<file path="src/common/ftm_defines.svh">
// Shared constants of the fan tachometer monitor
`ifndef FTM_DEFINES_SVH
`define FTM_DEFINES_SVH

// ----------------------------------------
// Timing
// ----------------------------------------
`define FTM_CLK_HZ 10000000
`define FTM_REF_HZ 32768
`define FTM_INT_DIV (`FTM_CLK_HZ / `FTM_REF_HZ)

// ----------------------------------------
// Register byte addresses
// ----------------------------------------
`define FTM_A_FANCTL 8'h58
`define FTM_A_PRE1 8'h60
`define FTM_A_PRE2 8'h64
`define FTM_A_CNT1 8'h68
`define FTM_A_CNT2 8'h6C
`define FTM_A_WAKE 8'h70
`define FTM_A_CLK 8'h74
`define FTM_A_STAT 8'h78
`define FTM_A_MGMT 8'h7C

// ----------------------------------------
// Fields and reset values
// ----------------------------------------
`define FTM_FANCTL_RST 8'h50
`define FTM_DIV1_LSB 4
`define FTM_DIV2_LSB 6
`define FTM_CNT_MAX 8'hFF
`define FTM_SLOW_CNT 8'hC0
`define FTM_RESP_OKAY 2'h0
`define FTM_RESP_SLVERR 2'h2

`endif

</file>
<file path="src/common/ftm_pkg.sv">
// Types of the fan tachometer monitor
package ftm_pkg;
	typedef enum {
		FTM_R_FANCTL,
		FTM_R_PRE1,
		FTM_R_PRE2,
		FTM_R_CNT1,
		FTM_R_CNT2,
		FTM_R_WAKE,
		FTM_R_MGMT,
		FTM_R_CLK,
		FTM_R_STAT,
		FTM_R_NONE
	} ftm_reg_t;
	typedef logic [1:0] ftm_div_t;
	typedef logic [7:0] ftm_cnt_t;
endpackage : ftm_pkg

</file>
<file path="src/common/ftm_chan_if.sv">
// Link between the register file and one tachometer channel
interface ftm_chan_if;
	logic ref_tick;
	ftm_pkg::ftm_div_t div_code;
	ftm_pkg::ftm_cnt_t preload;
	logic preload_wr;
	ftm_pkg::ftm_cnt_t count;
	logic slow;
	modport ctrl (output ref_tick, output div_code, output preload, output preload_wr,
		input count, input slow);
	modport chan (input ref_tick, input div_code, input preload, input preload_wr,
		output count, output slow);
endinterface : ftm_chan_if

</file>
<file path="src/design/ftm_ref_gen.sv">
// Count reference tick: external slow clock edges or internal divider
`include "ftm_defines.svh"
module ftm_ref_gen #(
	parameter int INT_DIV = `FTM_INT_DIV
) (
	// Clock and reset
	input wire logic aclk,
	input wire logic aresetn,
	// Source select and external clock
	input wire logic ext_sel,
	input wire logic ext_slow_clock_in,
	// Reference enable pulse
	output logic ref_tick
);
	import ftm_pkg::*;
	localparam int CW = $clog2(INT_DIV);
	logic [2:0] sync;
	logic [2:0] next_sync;
	logic lvl;
	logic next_lvl;
	logic [CW-1:0] cnt;
	logic [CW-1:0] next_cnt;
	logic next_tick;

	always_comb begin
		next_sync = {sync[1:0], ext_slow_clock_in};
		next_lvl = lvl;
		next_cnt = cnt;
		next_tick = 1'b0;
		// Level only moves once the last two stages agree
		if (sync[1] == sync[2]) begin
			next_lvl = sync[1];
		end
		if (ext_sel) begin
			next_cnt = '0;
			next_tick = sync[1] & sync[2] & ~lvl;
		end else if (cnt == CW'(INT_DIV - 1)) begin
			next_cnt = '0;
			next_tick = 1'b1;
		end else begin
			next_cnt = cnt + 1'b1;
		end
	end

	always_ff @(posedge aclk) begin
		if (!aresetn) begin
			sync <= 3'h0;
			lvl <= 1'b0;
			cnt <= '0;
			ref_tick <= 1'b0;
		end else begin
			sync <= next_sync;
			lvl <= next_lvl;
			cnt <= next_cnt;
			ref_tick <= next_tick;
		end
	end

	chk_int_period: assert property (@(posedge aclk) disable iff (!aresetn)
		(!ext_sel && $past(!ext_sel) && ref_tick) |=> !ref_tick [*8])
		else $error("internal reference ticks too often");
	chk_ext_source: assert property (@(posedge aclk) disable iff (!aresetn)
		(ext_sel && $past(ext_sel) && ref_tick) |-> (lvl && !$past(lvl)))
		else $error("external reference tick without clock edge");
endmodule : ftm_ref_gen

</file>
<file path="src/design/ftm_tach_chan.sv">
// One tachometer channel: edge detect, divider, saturating counter
`include "ftm_defines.svh"
module ftm_tach_chan (
	// Clock and reset
	input wire logic aclk,
	input wire logic aresetn,
	// Fan tachometer pin
	input wire logic tach_in,
	// Register side
	ftm_chan_if.chan ch
);
	import ftm_pkg::*;
	logic [2:0] sync;
	logic [2:0] next_sync;
	logic lvl;
	logic next_lvl;
	logic rise;
	logic restart;
	logic div_tick;
	logic [2:0] mask;
	logic [2:0] div;
	logic [2:0] next_div;
	ftm_cnt_t count;
	ftm_cnt_t next_count;
	logic slow;
	logic next_slow;

	function automatic logic [2:0] div_mask(input ftm_div_t code);
		case (code)
			2'h0: div_mask = 3'h0;
			2'h1: div_mask = 3'h1;
			2'h2: div_mask = 3'h3;
			default: div_mask = 3'h7;
		endcase
	endfunction : div_mask

	always_comb begin
		next_sync = {sync[1:0], tach_in};
		next_lvl = lvl;
		if (sync[1] == sync[2]) begin
			next_lvl = sync[1];
		end
		rise = sync[1] & sync[2] & ~lvl;
		restart = rise | ch.preload_wr;
		mask = div_mask(ch.div_code);
		next_div = div;
		div_tick = 1'b0;
		// Divider restarts with the count so each period starts in phase
		if (restart) begin
			next_div = 3'h0;
		end else if (ch.ref_tick) begin
			if ((div & mask) == mask) begin
				div_tick = 1'b1;
				next_div = 3'h0;
			end else begin
				next_div = div + 3'h1;
			end
		end
		next_count = count;
		if (restart) begin
			next_count = ch.preload;
		end else if (div_tick && count != `FTM_CNT_MAX) begin
			next_count = count + 8'h01;
		end
		// Mask with the threshold so only the two top bits are looked at
		next_slow = ((next_count & `FTM_SLOW_CNT) == `FTM_SLOW_CNT);
	end

	always_ff @(posedge aclk) begin
		if (!aresetn) begin
			sync <= 3'h0;
			lvl <= 1'b0;
			div <= 3'h0;
			count <= 8'h00;
			slow <= 1'b0;
		end else begin
			sync <= next_sync;
			lvl <= next_lvl;
			div <= next_div;
			count <= next_count;
			slow <= next_slow;
		end
	end

	assign ch.count = count;
	assign ch.slow = slow;

	chk_restart_load: assert property (@(posedge aclk) disable iff (!aresetn)
		restart |=> (count == $past(ch.preload)))
		else $error("counter not loaded from preload");
	chk_sat_hold: assert property (@(posedge aclk) disable iff (!aresetn)
		(count == `FTM_CNT_MAX && !restart) |=> (count == `FTM_CNT_MAX))
		else $error("counter left full scale without restart");
	chk_inc_step: assert property (@(posedge aclk) disable iff (!aresetn)
		(div_tick && !restart && count != `FTM_CNT_MAX) |=> (count == $past(count) + 8'h01))
		else $error("counter missed a step");
	chk_div_gate: assert property (@(posedge aclk) disable iff (!aresetn)
		(!restart && !div_tick) |=> $stable(count))
		else $error("counter moved without divided tick");
	chk_slow_mark: assert property (@(posedge aclk) disable iff (!aresetn)
		slow == (count >= `FTM_SLOW_CNT))
		else $error("slow flag disagrees with count");
	cov_saturate: cover property (@(posedge aclk) disable iff (!aresetn)
		count == `FTM_CNT_MAX ##1 restart);
	cov_slow: cover property (@(posedge aclk) disable iff (!aresetn) $rose(slow));
endmodule : ftm_tach_chan

</file>
<file path="src/design/ftm_top.sv">
// Two-channel fan tachometer monitor with AXI4-Lite registers
// Operation
// Two independent channels, own counter, preload, divisor
// Count divided reference per tach period, 8 bits
// Reference from external clock or internal divider
// Tach rising edge or preload write resets counter
// Counter saturates at full scale until reset
// Both top count bits set flag slow fan
// Slow fan raises wake/management event when enabled
// Counter restarts from programmed preload value
// Divisor 1, 2, 4 or 8, default 2
// Divisor settings in fan control register
// Two-bit divisor fields at bits 7:6, 5:4
// Tach synchronised; read data latched for access
// Divisor codes binary ascending, default code 01
//
// Implementation choice: the AXI4-Lite slave port.
`include "ftm_defines.svh"
module ftm_top #(
	parameter int ADDR_W = 8,
	parameter int INT_DIV = `FTM_INT_DIV
) (
	// Clock and reset
	input wire logic aclk,
	input wire logic aresetn,
	// AXI4-Lite write address and data
	input wire logic [ADDR_W-1:0] s_axi_awaddr,
	input wire logic s_axi_awvalid,
	output logic s_axi_awready,
	input wire logic [31:0] s_axi_wdata,
	input wire logic [3:0] s_axi_wstrb,
	input wire logic s_axi_wvalid,
	output logic s_axi_wready,
	// AXI4-Lite write response
	output logic [1:0] s_axi_bresp,
	output logic s_axi_bvalid,
	input wire logic s_axi_bready,
	// AXI4-Lite read
	input wire logic [ADDR_W-1:0] s_axi_araddr,
	input wire logic s_axi_arvalid,
	output logic s_axi_arready,
	output logic [31:0] s_axi_rdata,
	output logic [1:0] s_axi_rresp,
	output logic s_axi_rvalid,
	input wire logic s_axi_rready,
	// Fan pins
	input wire logic tach_input_one,
	input wire logic tach_input_two,
	input wire logic ext_slow_clock_in,
	// Events
	output logic wake_event,
	output logic mgmt_event
);
	import ftm_pkg::*;

	// ----------------------------------------
	// State
	// ----------------------------------------
	logic aw_full;
	logic next_aw_full;
	logic [ADDR_W-1:0] aw_addr;
	logic [ADDR_W-1:0] next_aw_addr;
	logic w_full;
	logic next_w_full;
	logic [7:0] w_data;
	logic [7:0] next_w_data;
	logic w_lane;
	logic next_w_lane;
	logic next_awready;
	logic next_wready;
	logic next_bvalid;
	logic [1:0] next_bresp;
	logic next_arready;
	logic next_rvalid;
	logic [31:0] next_rdata;
	logic [1:0] next_rresp;
	logic [7:0] fan_control;
	logic [7:0] next_fan_control;
	ftm_cnt_t preload [2];
	ftm_cnt_t next_preload [2];
	logic [1:0] pre_wr;
	logic [1:0] next_pre_wr;
	logic [1:0] wake_enable_one;
	logic [1:0] next_wake_enable_one;
	logic [1:0] mgmt_int_enable_five;
	logic [1:0] next_mgmt_int_enable_five;
	logic ext_slow_clock_present;
	logic next_ext_slow_clock_present;
	logic next_wake;
	logic next_mgmt;
	ftm_reg_t wsel;
	ftm_reg_t rsel;
	logic ref_tick;
	logic [1:0] tach;
	logic [1:0] slow;
	ftm_cnt_t count [2];

	// ----------------------------------------
	// Address decode
	// ----------------------------------------
	function automatic ftm_reg_t reg_sel(input logic [ADDR_W-1:0] a);
		if (a == ADDR_W'(`FTM_A_FANCTL)) begin
			reg_sel = FTM_R_FANCTL;
		end else if (a == ADDR_W'(`FTM_A_PRE1)) begin
			reg_sel = FTM_R_PRE1;
		end else if (a == ADDR_W'(`FTM_A_PRE2)) begin
			reg_sel = FTM_R_PRE2;
		end else if (a == ADDR_W'(`FTM_A_CNT1)) begin
			reg_sel = FTM_R_CNT1;
		end else if (a == ADDR_W'(`FTM_A_CNT2)) begin
			reg_sel = FTM_R_CNT2;
		end else if (a == ADDR_W'(`FTM_A_WAKE)) begin
			reg_sel = FTM_R_WAKE;
		end else if (a == ADDR_W'(`FTM_A_MGMT)) begin
			reg_sel = FTM_R_MGMT;
		end else if (a == ADDR_W'(`FTM_A_CLK)) begin
			reg_sel = FTM_R_CLK;
		end else if (a == ADDR_W'(`FTM_A_STAT)) begin
			reg_sel = FTM_R_STAT;
		end else begin
			reg_sel = FTM_R_NONE;
		end
	endfunction : reg_sel

	// ----------------------------------------
	// Write channel and register file
	// ----------------------------------------
	always_comb begin
		next_aw_full = aw_full;
		next_aw_addr = aw_addr;
		next_w_full = w_full;
		next_w_data = w_data;
		next_w_lane = w_lane;
		next_bvalid = s_axi_bvalid;
		next_bresp = s_axi_bresp;
		next_fan_control = fan_control;
		next_preload = preload;
		next_pre_wr = 2'h0;
		next_wake_enable_one = wake_enable_one;
		next_mgmt_int_enable_five = mgmt_int_enable_five;
		next_ext_slow_clock_present = ext_slow_clock_present;
		wsel = reg_sel(aw_addr);
		if (s_axi_awvalid && s_axi_awready) begin
			next_aw_full = 1'b1;
			next_aw_addr = s_axi_awaddr;
		end
		if (s_axi_wvalid && s_axi_wready) begin
			next_w_full = 1'b1;
			next_w_data = s_axi_wdata[7:0];
			next_w_lane = s_axi_wstrb[0];
		end
		if (s_axi_bvalid && s_axi_bready) begin
			next_bvalid = 1'b0;
		end
		if (aw_full && w_full && !s_axi_bvalid) begin
			next_aw_full = 1'b0;
			next_w_full = 1'b0;
			next_bvalid = 1'b1;
			next_bresp = (wsel == FTM_R_NONE) ? `FTM_RESP_SLVERR : `FTM_RESP_OKAY;
			// Only byte lane 0 carries register bits
			if (w_lane) begin
				case (wsel)
					FTM_R_FANCTL: next_fan_control = w_data;
					FTM_R_PRE1: begin
						next_preload[0] = w_data;
						next_pre_wr[0] = 1'b1;
					end
					FTM_R_PRE2: begin
						next_preload[1] = w_data;
						next_pre_wr[1] = 1'b1;
					end
					FTM_R_WAKE: next_wake_enable_one = w_data[1:0];
					FTM_R_MGMT: next_mgmt_int_enable_five = w_data[1:0];
					FTM_R_CLK: next_ext_slow_clock_present = w_data[0];
					default: next_bresp = next_bresp;
				endcase
			end
		end
		next_awready = !next_aw_full && !next_bvalid;
		next_wready = !next_w_full && !next_bvalid;
	end

	always_ff @(posedge aclk) begin
		if (!aresetn) begin
			aw_full <= 1'b0;
			aw_addr <= '0;
			w_full <= 1'b0;
			w_data <= 8'h00;
			w_lane <= 1'b0;
			s_axi_awready <= 1'b0;
			s_axi_wready <= 1'b0;
			s_axi_bvalid <= 1'b0;
			s_axi_bresp <= `FTM_RESP_OKAY;
			fan_control <= `FTM_FANCTL_RST;
			preload <= '{8'h00, 8'h00};
			pre_wr <= 2'h0;
			wake_enable_one <= 2'h0;
			mgmt_int_enable_five <= 2'h0;
			ext_slow_clock_present <= 1'b0;
		end else begin
			aw_full <= next_aw_full;
			aw_addr <= next_aw_addr;
			w_full <= next_w_full;
			w_data <= next_w_data;
			w_lane <= next_w_lane;
			s_axi_awready <= next_awready;
			s_axi_wready <= next_wready;
			s_axi_bvalid <= next_bvalid;
			s_axi_bresp <= next_bresp;
			fan_control <= next_fan_control;
			preload <= next_preload;
			pre_wr <= next_pre_wr;
			wake_enable_one <= next_wake_enable_one;
			mgmt_int_enable_five <= next_mgmt_int_enable_five;
			ext_slow_clock_present <= next_ext_slow_clock_present;
		end
	end

	// ----------------------------------------
	// Read channel
	// ----------------------------------------
	// Data is captured at the address handshake and held until taken,
	// so a count that moves meanwhile cannot tear the answer
	always_comb begin
		next_rvalid = s_axi_rvalid;
		next_rdata = s_axi_rdata;
		next_rresp = s_axi_rresp;
		rsel = reg_sel(s_axi_araddr);
		if (s_axi_rvalid && s_axi_rready) begin
			next_rvalid = 1'b0;
		end
		if (s_axi_arvalid && s_axi_arready) begin
			next_rvalid = 1'b1;
			next_rdata = 32'h0000_0000;
			next_rresp = `FTM_RESP_OKAY;
			case (rsel)
				FTM_R_FANCTL: next_rdata[7:0] = fan_control;
				FTM_R_PRE1: next_rdata[7:0] = preload[0];
				FTM_R_PRE2: next_rdata[7:0] = preload[1];
				FTM_R_CNT1: next_rdata[7:0] = count[0];
				FTM_R_CNT2: next_rdata[7:0] = count[1];
				FTM_R_WAKE: next_rdata[1:0] = wake_enable_one;
				FTM_R_MGMT: next_rdata[1:0] = mgmt_int_enable_five;
				FTM_R_CLK: next_rdata[0] = ext_slow_clock_present;
				FTM_R_STAT: next_rdata[1:0] = slow;
				default: next_rresp = `FTM_RESP_SLVERR;
			endcase
		end
		next_arready = !next_rvalid;
	end

	always_ff @(posedge aclk) begin
		if (!aresetn) begin
			s_axi_arready <= 1'b0;
			s_axi_rvalid <= 1'b0;
			s_axi_rdata <= 32'h0000_0000;
			s_axi_rresp <= `FTM_RESP_OKAY;
		end else begin
			s_axi_arready <= next_arready;
			s_axi_rvalid <= next_rvalid;
			s_axi_rdata <= next_rdata;
			s_axi_rresp <= next_rresp;
		end
	end

	// ----------------------------------------
	// Channels
	// ----------------------------------------
	ftm_ref_gen #(
		.INT_DIV(INT_DIV)
	) u_ref (
		.aclk(aclk),
		.aresetn(aresetn),
		.ext_sel(ext_slow_clock_present),
		.ext_slow_clock_in(ext_slow_clock_in),
		.ref_tick(ref_tick)
	);

	assign tach = {tach_input_two, tach_input_one};
	ftm_chan_if ch [2] ();

	for (genvar i = 0; i < 2; i++) begin : g_ch
		// Each channel has its own divisor field, preload and counter
		localparam int LSB = (i == 0) ? `FTM_DIV1_LSB : `FTM_DIV2_LSB;
		assign ch[i].ref_tick = ref_tick;
		assign ch[i].div_code = fan_control[LSB+1:LSB];
		assign ch[i].preload = preload[i];
		assign ch[i].preload_wr = pre_wr[i];
		assign count[i] = ch[i].count;
		assign slow[i] = ch[i].slow;
		ftm_tach_chan u_chan (
			.aclk(aclk),
			.aresetn(aresetn),
			.tach_in(tach[i]),
			.ch(ch[i])
		);
	end

	// ----------------------------------------
	// Events
	// ----------------------------------------
	always_comb begin
		next_wake = |(slow & wake_enable_one);
		next_mgmt = |(slow & mgmt_int_enable_five);
	end

	always_ff @(posedge aclk) begin
		if (!aresetn) begin
			wake_event <= 1'b0;
			mgmt_event <= 1'b0;
		end else begin
			wake_event <= next_wake;
			mgmt_event <= next_mgmt;
		end
	end

	chk_wake_gate: assert property (@(posedge aclk) disable iff (!aresetn)
		##1 wake_event == $past(|(slow & wake_enable_one)))
		else $error("wake event does not follow enabled slow flag");
	chk_mgmt_gate: assert property (@(posedge aclk) disable iff (!aresetn)
		##1 mgmt_event == $past(|(slow & mgmt_int_enable_five)))
		else $error("management event does not follow enabled slow flag");
	chk_preload_pulse: assert property (@(posedge aclk) disable iff (!aresetn)
		(aw_full && w_full && !s_axi_bvalid && w_lane && wsel == FTM_R_PRE1)
		|=> (pre_wr[0] && s_axi_bvalid) ##1 !pre_wr[0])
		else $error("preload write did not restart channel once");
	chk_read_stable: assert property (@(posedge aclk) disable iff (!aresetn)
		(s_axi_rvalid && !s_axi_rready) |=> (s_axi_rvalid && $stable(s_axi_rdata)))
		else $error("read data changed before taken");
	chk_fanctl_default: assert property (@(posedge aclk) disable iff (!aresetn)
		$past(!aresetn) |-> (fan_control == `FTM_FANCTL_RST))
		else $error("divisor fields not at default after reset");
	cov_wake: cover property (@(posedge aclk) disable iff (!aresetn) $rose(wake_event));
	cov_cnt_read: cover property (@(posedge aclk) disable iff (!aresetn)
		s_axi_arvalid && s_axi_arready && rsel == FTM_R_CNT1);
	cov_mgmt: cover property (@(posedge aclk) disable iff (!aresetn) $rose(mgmt_event));
endmodule : ftm_top

</file>
<file path="config.mk">
export PLATFORM = sky130hd
export DESIGN_NAME = ftm_top
export DESIGN_NICKNAME = d
export VERILOG_FILES = /design/src/common/ftm_pkg.sv /design/src/common/ftm_chan_if.sv /design/src/design/ftm_ref_gen.sv /design/src/design/ftm_tach_chan.sv /design/src/design/ftm_top.sv
export VERILOG_INCLUDE_DIRS = /design/src /design/src/common
export SDC_FILE = /design/constraint.sdc
export NUM_CORES = 1
export LEC_CHECK = 0
export BUFFER_PORTS_ARGS = -buffer_cell sky130_fd_sc_hd__buf_2
export CAP_MARGIN = 10
export CELL_PAD_IN_SITES_DETAIL_PLACEMENT = 1
export CELL_PAD_IN_SITES_GLOBAL_PLACEMENT = 1
export CORE_MARGIN = 4
export CORE_UTILIZATION = 44
export CTS_CLUSTER_SIZE = 25
export DETAILED_ROUTE_END_ITERATION = 10
export PLACE_DENSITY = 0.94
export SYNTH_ARGS = -nofsm -noshare
export SYNTH_HDL_FRONTEND = slang
export SYNTH_SLANG_ARGS = --single-unit
</file>
<file path="constraint.sdc">
create_clock -name aclk -period 4.85 [get_ports aclk]
set_input_delay 1.455 -clock aclk [delete_from_list [all_inputs] [get_ports aclk]]
set_output_delay 1.455 -clock aclk [all_outputs]
set_load 0.05 [all_outputs]
</file>
==> flow_metrics.py, run 1 <==
metrics = {
    "setup_path": {
        "slowest_stage": "nor3b_1",
        "reg2reg_depth": 5,
        "start_kind": "input port",
        "worstPathArrival_ps": 3460,
        "path_cells": "buf_2 > nor2b_1 > nor3b_1 > a22oi_1 > o21ai_0",
        "cp_data_required_time_ps": 5180,
        "path_buf_inv": 1,
        "worstPathMaxFanout": 18,
        "r2r-start": "g_ch[1].u_chan.sync[1]",
        "crit_family": "simple AND/OR/NAND/NOR gates",
        "worst-setup-path-type": "in2reg",
        "rrSetupSlack_ps": 2090,
        "end_kind": "register",
        "rr_endpoint": "g_ch[1].u_chan.ch.slow",
        "cpPeakStageDelay_ps": 700,
    },
    "route": {
        "routedWlPerCell_um": 19.83,
        "drc_errors": 0,
        "vias": 4617,
        "ant_nets": 0,
        "avgViaCountPerCell": 5.837,
        "first_pass_iters": 5,
        "dr.first_iter.drc_count": 296,
        "wl_um": 15680,
    },
    "sta": {
        "finalCritPeriodShare_pct": 64.47,
        "fmax_mhz": 319.8,
        "finalMaxSlewViolations": 0,
        "rsz0062_at_grt": "no",
        "fin_setup_tns_ps": 0,
        "period_needed_ps": 3127,
        "hold_viol_final": 0,
        "slew_headroom_pct": 32.46,
        "finalSetupViolations": 0,
        "worst_pin_slew_ps": 1009,
        "final.setup_skew_ps": 8.724,
    },
    "synth": {
        "synth_compound_area_share_pct": 12.37,
        "syn_inst": 587,
        "muxShareOfSynthArea_pct": 10.36,
        "avgSynthCellArea_um2": 8.905,
        "yosys.area_share.adder_pct": 2.154,
        "yosysWarnings": 0,
        "synth_edf_count": 0,
        "synth_top_family_by_area": "simple AND/OR/NAND/NOR gates",
        "synth_ff_type": "dfxtp_1",
        "synth-simple-area-share_pct": 22.09,
        "synthArstFlopShare_pct": 0,
        "ys_seq_area_share_pct": 43.27,
        "synth_cell_type_count": 62,
        "synth_seq_cells": 113,
        "netlist_area_um2": 5228,
        "synth_xor_area_share_pct": 3.351,
    },
    "power_and_ir_drop": {
        "ir_drop_mv": 0.2845,
        "leakagePower_uw": 0.002236,
        "power_density_nw_per_um2": 385.4,
    },
    "global_routing": {
        "grt_pass1_vias": 4914,
        "grt_start_max_net_pins": 45,
        "antenna_found_initial": 0,
        "track_usage_pct": 23.48,
        "grt_pass1_wl_um": 24870,
        "grt_overflow": 0,
    },
    "finish": {
        "area_growth_pct": 16.08,
        "fin_cells": 791,
        "layout.nets": 707,
        "final_util_pct": 52.69,
        "fillCellCount": 1350,
        "drive_gt1_share_pct": 16.05,
        "num_antenna_cells": 0,
    },
    "floorplanning": {
        "design.core.area_um2": 11520,
        "die_h_um": 117,
        "boundaryPins": 105,
        "rows": 39,
        "die_x_um": 117,
        "start_util_pct": 45.39,
        "die-area_um2": 13690,
    },
    "placement": {
        "place_congestion": 0.9127,
        "io_buffers": 51,
        "hpwl_um": 9896,
        "dp.cells": 759,
    },
    "clocking": {
        "postCtsHoldBufs": 0,
        "cts_root_buf": "clkbuf_16",
        "htreeDepth": 4,
        "cts_resized": 0,
        "cts_setup_buffers": 0,
        "cts.clk_slew.worst_paths_ps": 50,
        "clockBufferDepth": 2,
        "numClockSinks": 113,
        "tritoncts": "done",
        "cts_buffers": 17,
        "clk_latency_ps": 420,
    },
    "min_path": {
        "hold_class": "reg2reg",
        "hold_start": "g_ch[1].u_chan.sync[0]",
        "hold_path_depth": 1,
        "hold_end": "g_ch[1].u_chan.sync[1]",
    },
    "outcome": {
        "status": "finished, final reports clean",
    },
    "job": {
        "cap_viol_max_count": 0,
    },
}
-- Yosys cell counts (all sizes together) (7+ instances only) --
master  number  share of area, %
buf         33               4.4
nor2        61               4.4
mux2i       44               8.4
a21oi       37               3.5
dfxtp      113                43
nand3       16               1.5
a22oi        7               1.0
inv         10              0.72
nor3        15               1.7
ha           9               2.2
and2        12               1.4
xnor2       15               2.5
clkbuf      17               1.2
nand2       70               5.0
nand2b       9               1.1
o21ai       24               2.3
-- cells by family after synthesis --
logic type | Yosys count
xor gates and xnor gates | 20
DFF | 113
muxes | 51
adders and majority gates | 9
other | 1
and+or+nand+nor | 229
AOI/OAI and AO/OA | 104
buffers and inverters | 60
-- flip-flops by register name (all words and copies together), names as in the netlist, 2 cells and up --
register and cells:
g_ch.u_chan.div 6, g_ch.u_chan.lvl 2, g_ch.u_chan.sync 6, w_data 8
mgmt_int_enable_five 2, u_ref.cnt 9, fan_control 8, ch.preload 16
s_axi_rdata 8, u_ref.sync 3, pre_wr 2, g_ch.u_chan.ch.count 16
wake_enable_one 2, g_ch.u_chan.ch.slow 2, aw_addr 8
-- per-layer routing --
layer | part of all wire (%) | GRT usage [%]
met1 | 39 | 26.57
met2 | 51 | 41.60
met3 | 6.5 | 6.221
met4 | 2.8 | 10.09
met5 | 0 | 0
-- worst max path at each step --
stage                          startpoint        endpoint  slack, ps  cells past startpoint
after global placement    s_axi_araddr[3]  s_axi_rdata[5]       1520                      5
after global routing      s_axi_araddr[3]  s_axi_rdata[3]       1590                      5
after CTS                 s_axi_araddr[3]  s_axi_rdata[5]       1740                      5
after detailed placement  s_axi_araddr[3]  s_axi_rdata[5]       1360                      5
final                     s_axi_araddr[3]  s_axi_rdata[3]       1720                      5
after floorplan           s_axi_araddr[2]  s_axi_rdata[0]       1930                      6
-- stage by stage --
stage / power (uW) / cell area, um2 / hold WS, ps / setup WS, ps
floorplan: 1120 / 5321 / 411.9 / 1929
global placement: 1136 / 5492 / 417.2 / 1521
detailed placement: 1145 / 5492 / 424.8 / 1363
CTS: 2348 / 6061 / 437.7 / 1737
global route: 2404 / 6068 / 467.6 / 1588
finish: 2339 / 6068 / 435.4 / 1723
-- layout by cell type (no fill, tap or decap), types with 5 or more instances in the layout --
cell	n
o22ai_1	6
conb_1	26
clkbuf_16	17
xor2_1	5
nor2_1	61
nor3_1	14
nor4_1	5
o21ai_0	24
mux2_2	5
inv_1	10
clkinvlp_4	7
a22oi_1	7
nand3b_1	5
nand2b_1	9
buf_2	51
and2_1	12
a21oi_1	37
mux2i_1	44
nand4_1	6
nand3_1	16
nand2_1	70
ha_1	9
nor2b_1	6
xnor2_1	15
dfxtp_1	113
-- layout make-up --
cell class	count	area (um2)	share of cell area, %
Timing Repair Buffer	55	285.3	4.701
Tap cell	143	178.9	2.948
Clock buffer	18	429.2	7.072
Multi-Input combinational cell	439	2735	45.07
Clock inverter	13	140.1	2.309
Sequential cell	113	2262	37.28
Inverter	10	37.54	0.6186
-- report_power, final --
group          switching, uW  internal, uW
registers               22.6           948
logic                    121          40.6
clock network            457           751
total                    600          1740
(Power assumes the default switching activity.)
==> run 2, diff against run 1 <==
--- a/config.mk
+++ b/config.mk
@@ -6,15 +6,16 @@
 export SDC_FILE = /design/constraint.sdc
 export NUM_CORES = 1
 export LEC_CHECK = 0
+export ABC_AREA = 1
 export BUFFER_PORTS_ARGS = -buffer_cell sky130_fd_sc_hd__buf_2
 export CAP_MARGIN = 10
 export CELL_PAD_IN_SITES_DETAIL_PLACEMENT = 1
 export CELL_PAD_IN_SITES_GLOBAL_PLACEMENT = 1
 export CORE_MARGIN = 4
-export CORE_UTILIZATION = 44
+export CORE_UTILIZATION = 39
 export CTS_CLUSTER_SIZE = 25
 export DETAILED_ROUTE_END_ITERATION = 10
-export PLACE_DENSITY = 0.94
+export PLACE_DENSITY = 0.89
 export SYNTH_ARGS = -nofsm -noshare
 export SYNTH_HDL_FRONTEND = slang
 export SYNTH_SLANG_ARGS = --single-unit
==> constraint.sdc (replaced) <==
create_clock -name aclk -period 3.05 [get_ports aclk]
set_input_delay 0.915 -clock aclk [delete_from_list [all_inputs] [get_ports aclk]]
set_output_delay 0.915 -clock aclk [all_outputs]
set_load 0.05 [all_outputs]
==> run 2 against run 1 <==
  * Die area up 16%
  * Combinational power up 71%
  * Wire length down 3.5%
  * Critical path type is now reg2reg
  * Clock skew up 6.8 ps
  * Largest power group unchanged
  * Register-to-register slack worse by 1300 ps
  * Power up 69%
  * Via count up 11%
  * Global-route usage down 3.8 points
==> flow_metrics.py, run 2 <==
metrics = {
    "synth": {
        "synth.most_common_cell": "nand2_1",
        "synthArstFlopShare_pct": 0,
        "synth_top_area_share_pct": 41.71,
        "avgSynthCellArea_um2": 7.118,
        "synthTopCellsByArea": "dfxtp_1 42%, nand2_1 11%, nand3_1 7.3%",
        "yosysWarnings": 0,
        "synth_edf_count": 0,
        "synth_seq_cells": 113,
        "ys_seq_area_share_pct": 41.71,
        "synth_ff_type": "dfxtp_1",
        "synth_cell_type_count": 38,
        "syn_inst": 762,
        "netlist_area_um2": 5424,
        "synth_top_area_cell": "dfxtp_1",
        "synth_commonest_cells": "159 x nand2_1, 113 x dfxtp_1, 93 x nor2_1",
    },
    "sta": {
        "rsz0062_at_grt": "no",
        "fin_setup_tns_ps": 0,
        "finalCritPeriodShare_pct": 73.01,
        "hold_viol_final": 0,
        "slew_headroom_pct": 47.58,
        "final.setup_skew_ps": 15.48,
        "finalMaxSlewViolations": 0,
        "finalSetupViolations": 0,
        "period_needed_ps": 2227,
        "fmax_mhz": 449.1,
        "worst_pin_slew_ps": 783.4,
    },
    "clocking": {
        "cts_resized": 0,
        "cts_buffers": 17,
        "numClockSinks": 113,
        "cts_root_buf": "clkbuf_16",
        "tritoncts": "done",
        "postCtsHoldBufs": 0,
        "cts.clk_slew.worst_paths_ps": 50,
        "clockBufferDepth": 2,
        "clk_latency_ps": 430,
        "cts_setup_buffers": 0,
        "htreeDepth": 4,
    },
    "finish": {
        "fillCellCount": 1781,
        "drive_gt1_share_pct": 12.45,
        "num_antenna_cells": 0,
        "largestRegisters": "ch.preload (16), g_ch.u_chan.ch.count (16), u_ref.cnt (9)",
        "area_growth_pct": 17.79,
        "layout_commonest_cell": "nand2_1",
        "layout.nets": 885,
        "final_cell_mix": "159 x nand2_1, 113 x dfxtp_1, 93 x nor2_1",
    },
    "setup_path": {
        "cpPeakStageDelay_ps": 640,
        "path_cells": "inv_2 > nor3_4 > nand2_4 > nor2_1 > inv_1 > nand2_1 > a21oi_1",
        "worst-setup-path-type": "reg2reg",
        "path_buf_inv": 2,
        "rrSetupSlack_ps": 820,
        "cp_data_required_time_ps": 3330,
        "worstPathArrival_ps": 2510,
        "crit_family": "simple AND/OR/NAND/NOR gates",
        "start_kind": "register",
        "slowest_stage": "nor2_1",
        "reg2reg_depth": 7,
        "rr_endpoint": "fan_control[7]",
        "end_kind": "register",
        "r2r-start": "w_full",
        "worstPathMaxFanout": 11,
    },
    "route": {
        "drc_errors": 0,
        "routedWlPerCell_um": 15.10,
        "wl_um": 15140,
        "first_pass_iters": 4,
        "avgViaCountPerCell": 5.097,
        "dr.first_iter.drc_count": 251,
        "ant_nets": 0,
        "vias": 5112,
    },
    "floorplanning": {
        "die-area_um2": 15860,
        "die_h_um": 125.9,
        "die_x_um": 125.9,
        "start_util_pct": 40.32,
        "rows": 42,
        "boundaryPins": 105,
        "design.core.area_um2": 13450,
    },
    "global_routing": {
        "grt_start_max_net_pins": 37,
        "antenna_found_initial": 0,
        "grt_pass1_wl_um": 25160,
        "grt_overflow": 0,
        "track_usage_pct": 19.64,
        "grt_pass1_vias": 5171,
    },
    "power_and_ir_drop": {
        "power_density_nw_per_um2": 617.2,
        "power_uw": 3943,
        "leakagePower_uw": 0.002761,
        "ir_drop_mv": 0.4150,
    },
    "placement": {
        "place_congestion": 0.9260,
        "hpwl_um": 10940,
        "io_buffers": 51,
    },
    "job": {
        "cap_viol_max_count": 0,
    },
    "min_path": {
        "hold_path_depth": 2,
        "hold_end": "g_ch[0].u_chan.sync[1]",
        "hold_class": "reg2reg",
        "hold_start": "g_ch[0].u_chan.sync[0]",
    },
    "outcome": {
        "status": "finished, final reports clean",
    },
}
==> run 2: cell count changes after synthesis, moves of 16 or more <==
cell and delta:
inv_1 +67, a21oi_1 +16, mux2i_1 -44, o21ai_0 +23, nor2_1 +32, nand3_1 +63
nand2_1 +89
==> run 2: worst min-delay path, cell delays in order, from the launching register on <==
cell and delay [ps]:
dfxtp_1 300, nand2_1 50, inv_1 40
==> run 2: area by class of cell <==
cell class,count,area [um2],area share [%]
Multi-Input combinational cell,542,2643,41.36
Tap cell,176,220.2,3.447
Sequential cell,113,2262,35.41
Clock inverter,10,183.9,2.879
Timing Repair Buffer,60,335.3,5.249
Inverter,80,300.3,4.700
Clock buffer,22,444.2,6.953
==> run 2: kinds of logic (layout without fill, tap and decap cells) <==
| group | after synthesis | in the layout | share of synthesized area, % |
|---|---|---|---|
| AND/OR/NAND/NOR | 360 | 360 | 28.63 |
| other | 1 | 26 | 0.06914 |
| AO/OA/AOI/OAI | 133 | 133 | 13.96 |
| XOR/XNOR | 14 | 14 | 2.261 |
| flip-flops | 113 | 113 | 41.71 |
| adder cells (fa/ha/maj) | 9 | 9 | 2.076 |
| buffers and inverters | 132 | 172 | 11.30 |
==> run 2: layer usage <==
layer	share of wire [%]	vias up	global-route usage, %	wire (um)
li1	-	2541	-	-
met5	0	-	0	0
met3	4.8	28	5.165	720
met2	49	116	33.08	7419
met1	44	2427	24.22	6660
met4	2.3	0	7.129	342
==> run 2: where the power goes <==
group / internal [uW] / switching, uW
registers: 1520 / 24.0
clock network: 1440 / 684
logic: 61.1 / 214
total: 3020 / 922
==> run 2: how the worst max path moves through the flow <==
stage,startpoint,to,slack [ps],cells after the start
floorplan,s_axi_araddr[0],s_axi_rdata[0],1120,9
global placement,s_axi_araddr[7],s_axi_rdata[0],810,11
detailed placement,s_axi_araddr[7],s_axi_rdata[1],760,11
CTS,w_full,fan_control[7],810,7
global route,g_ch[0].u_chan.sync[1],g_ch[0].u_chan.ch.slow,600,8
finish,w_full,fan_control[7],820,7
==> run 2: through the flow <==
| stage | cell area [um2] | cells | worst slack (ps) | hold WS, ps | util (%) |
|---|---|---|---|---|---|
| after global placement | 5761 | 971 | 810.4 | 392.8 | 42.82 |
| after detailed placement | 5761 | 971 | 759.5 | 412.8 | 42.82 |
| after global routing | 6389 | 1003 | 596.5 | 451.2 | 47.49 |
| after floorplan | 5518 | 787 | 1118 | 390.5 | - |
| final | 6389 | 1003 | 823.1 | 418.5 | 47.49 |
| after CTS | 6389 | 1003 | 811.7 | 424.8 | 47.49 |
==> run 3, diff against run 2 <==
--- a/config.mk
+++ b/config.mk
@@ -6,13 +6,13 @@
 export SDC_FILE = /design/constraint.sdc
 export NUM_CORES = 1
 export LEC_CHECK = 0
-export ABC_AREA = 1
+export ABC_AREA = 0
 export BUFFER_PORTS_ARGS = -buffer_cell sky130_fd_sc_hd__buf_2
 export CAP_MARGIN = 10
 export CELL_PAD_IN_SITES_DETAIL_PLACEMENT = 1
 export CELL_PAD_IN_SITES_GLOBAL_PLACEMENT = 1
 export CORE_MARGIN = 4
-export CORE_UTILIZATION = 39
+export CORE_UTILIZATION = 41
 export CTS_CLUSTER_SIZE = 25
 export DETAILED_ROUTE_END_ITERATION = 10
 export PLACE_DENSITY = 0.89
==> constraint.sdc (replaced) <==
create_clock -name aclk -period 2.05 [get_ports aclk]
set_input_delay 0.615 -clock aclk [delete_from_list [all_inputs] [get_ports aclk]]
set_output_delay 0.615 -clock aclk [all_outputs]
set_load 0.05 [all_outputs]
==> run 3 against run 2 <==
  * Global-route usage is 2.3 points higher
  * Critical path depth down 2
  * Clock power rose by 46%
  * Sequential cell count stayed put
  * Critical path type unchanged
==> flow_metrics.py, run 3 (synthesis results as in run 1) <==
metrics = {
    "outcome": {
        "status": "finished, final reports clean",
    },
    "setup_path": {
        "path_depth": 5,
        "worstPathMaxFanout": 4,
        "start_kind": "register",
        "reg2reg_depth": 5,
        "path_cells": "a21bo_2 > nand2_1 > nor4_1 > a311oi_1 > a2111oi_0",
        "slowest_stage": "nor4_1",
        "rr_endpoint": "g_ch[1].u_chan.ch.slow",
        "end_kind": "register",
        "crit_path_end": "g_ch[1].u_chan.ch.slow",
        "cp_data_required_time_ps": 2350,
        "worst-setup-path-type": "reg2reg",
        "rrSetupSlack_ps": 100,
        "crit_start": "fan_control[7]",
        "path_buf_inv": 0,
        "r2r-start": "fan_control[7]",
        "worstPathArrival_ps": 2250,
        "crit_family": "simple AND/OR/NAND/NOR gates",
        "cpPeakStageDelay_ps": 660,
    },
    "finish": {
        "num_antenna_cells": 0,
        "largestRegisters": "ch.preload (16), g_ch.u_chan.ch.count (16), u_ref.cnt (9)",
        "fin_cells": 842,
        "drive_gt1_share_pct": 20.03,
        "layout_commonest_cell": "dfxtp_1",
        "area_growth_pct": 22.16,
        "layout.nets": 733,
        "final_cell_mix": "111 x dfxtp_1, 70 x nand2_1, 61 x nor2_1",
    },
    "route": {
        "routedWlPerCell_um": 18.55,
        "wl_um": 15620,
        "ant_nets": 0,
        "vias": 4593,
        "dr.first_iter.drc_count": 224,
        "first_pass_iters": 4,
        "drc_errors": 0,
        "avgViaCountPerCell": 5.455,
    },
    "clocking": {
        "numClockSinks": 113,
        "clk_latency_ps": 430,
        "tritoncts": "done",
        "cts.clk_slew.worst_paths_ps": 50,
        "cts_root_buf": "clkbuf_16",
        "cts_buffers": 17,
        "htreeDepth": 4,
        "clockBufferDepth": 2,
    },
    "power_and_ir_drop": {
        "leakagePower_uw": 0.002412,
        "clkPwrFrac_pct": 53.6,
        "ir_drop_mv": 0.7450,
        "power_density_nw_per_um2": 910.5,
        "p_sw_share_pct": 24.12,
        "switchingPower_uw": 1402,
        "comb_power_share_pct": 7.0,
        "p_int_uw": 4412,
        "seqPwrFrac_pct": 39.5,
    },
    "sta": {
        "final.setup_skew_ps": 7.468,
        "worst_pin_slew_ps": 706.4,
        "finalCritPeriodShare_pct": 95.15,
        "finalSetupViolations": 0,
        "finalMaxSlewViolations": 0,
        "final.setup.worst_slack_ps": 99.51,
        "fmax_mhz": 512.7,
        "slew_headroom_pct": 52.47,
        "period_needed_ps": 1950,
        "fin_setup_tns_ps": 0,
        "rsz0062_at_grt": "no",
        "hold_viol_final": 0,
    },
    "floorplanning": {
        "design.core.area_um2": 12260,
        "die_x_um": 120.9,
        "die-area_um2": 14620,
        "die_h_um": 120.9,
        "boundaryPins": 105,
        "rows": 40,
        "start_util_pct": 42.63,
    },
    "placement": {
        "place_congestion": 0.9096,
        "dp.cells": 809,
        "preCtsSetupSlack_ps": 31.92,
        "io_buffers": 51,
        "hpwl_um": 10850,
    },
    "min_path": {
        "hold_class": "in2reg",
    },
    "global_routing": {
        "grt_overflow": 0,
        "grt_start_max_net_pins": 40,
        "grt_pass1_vias": 4890,
        "track_usage_pct": 21.91,
        "grt_pass1_wl_um": 25050,
        "antenna_found_initial": 0,
    },
    "job": {
        "cap_viol_max_count": 0,
    },
}
-- run 3: cell count changes in the layout (fill, tap and decap cells not counted), moves of 8 or more --
cell      previous run  this run
inv_1               77        10
nand2b_1             0         9
xnor2_1              5        15
nand2_1            159        70
buf_4                8        28
o21ai_0             47        22
nor2_1              93        61
a211oi_1            16         3
nor3_1               6        14
a21oi_1             53        37
nand3_1             79        15
mux2i_1              0        44
and2_1               0        12
-- run 3: how the worst min path moves through the flow --
| stage | start | to | slack (ps) | depth (start not counted) |
|---|---|---|---|---|
| 6_report | ext_slow_clock_in | u_ref.sync[0] | 400 | 2 |
| 5_1_grt | tach_input_two | g_ch[1].u_chan.sync[0] | 410 | 2 |
| 4_1_cts | ext_slow_clock_in | u_ref.sync[0] | 390 | 2 |
| 3_5_place_dp | g_ch[1].u_chan.sync[0] | g_ch[1].u_chan.sync[1] | 430 | 1 |
| 3_3_place_gp | u_ref.sync[0] | u_ref.sync[1] | 420 | 1 |
| 2_1_floorplan | g_ch[0].u_chan.sync[0] | g_ch[0].u_chan.sync[1] | 410 | 1 |
-- run 3: area by class of cell --
class,instances,area (um2)
clock buffers,18,439.2
multi-input cells,439,2744
repair buffers,81,505.5
inverters,10,37.54
well taps,168,210.2
fillers,1443,5876
flip-flops and latches,113,2265
clock inverters,13,185.2
-- run 3: metrics by stage --
| step | util, % | hold slack [ps] | total power [uW] | instance area (um2) |
|---|---|---|---|---|
| global placement | 46.78 | 417.4 | 2711 | 5736 |
| detailed placement | 46.78 | 430.0 | 2732 | 5736 |
| floorplan | - | 411.9 | 2650 | 5323 |
| CTS | 51.99 | 394.8 | 5839 | 6375 |
| finish | 52.08 | 395.6 | 5815 | 6386 |
| global route | 52.08 | 411.6 | 5996 | 6386 |
-- run 3: worst reg2reg max path: cells and delay by family, from the launching register on --
kind / cells / cell delay [ps]
compound gates: 3 / 720
flops: 1 / 360
simple gates: 2 / 750
-- run 3: metal layers --
metal  vias to the layer above  track usage, %  routed length [um]
li1                       2162               -                   -
met1                      2263           25.20                6163
met2                       130           38.80                8144
met3                        38           5.455                 925
met4                         0           8.711                 384
met5                         -               0                   0
-- run 3: power by group through the flow --
stage          sequential, uW  combinational, uW  clock [uW]
3_3_place_gp             2330                379           0
6_report                 2290                405        3120
5_1_grt                  2300                438        3260
3_5_place_dp             2340                394           0
2_1_floorplan            2350                303           0
4_1_cts                  2290                403        3140
-- run 3: what timing repair did --
| action | 4_1_cts | 5_1_grt |
|---|---|---|
| setup buffers | 2 | 0 |
| endpoints found under the hold margin | 0 | 0 |
| hold buffers | 0 | 0 |
| setup endpoints to repair | 1 | 10 |
| gates cloned | 0 | 0 |
| gates resized for setup | 0 | 6 |
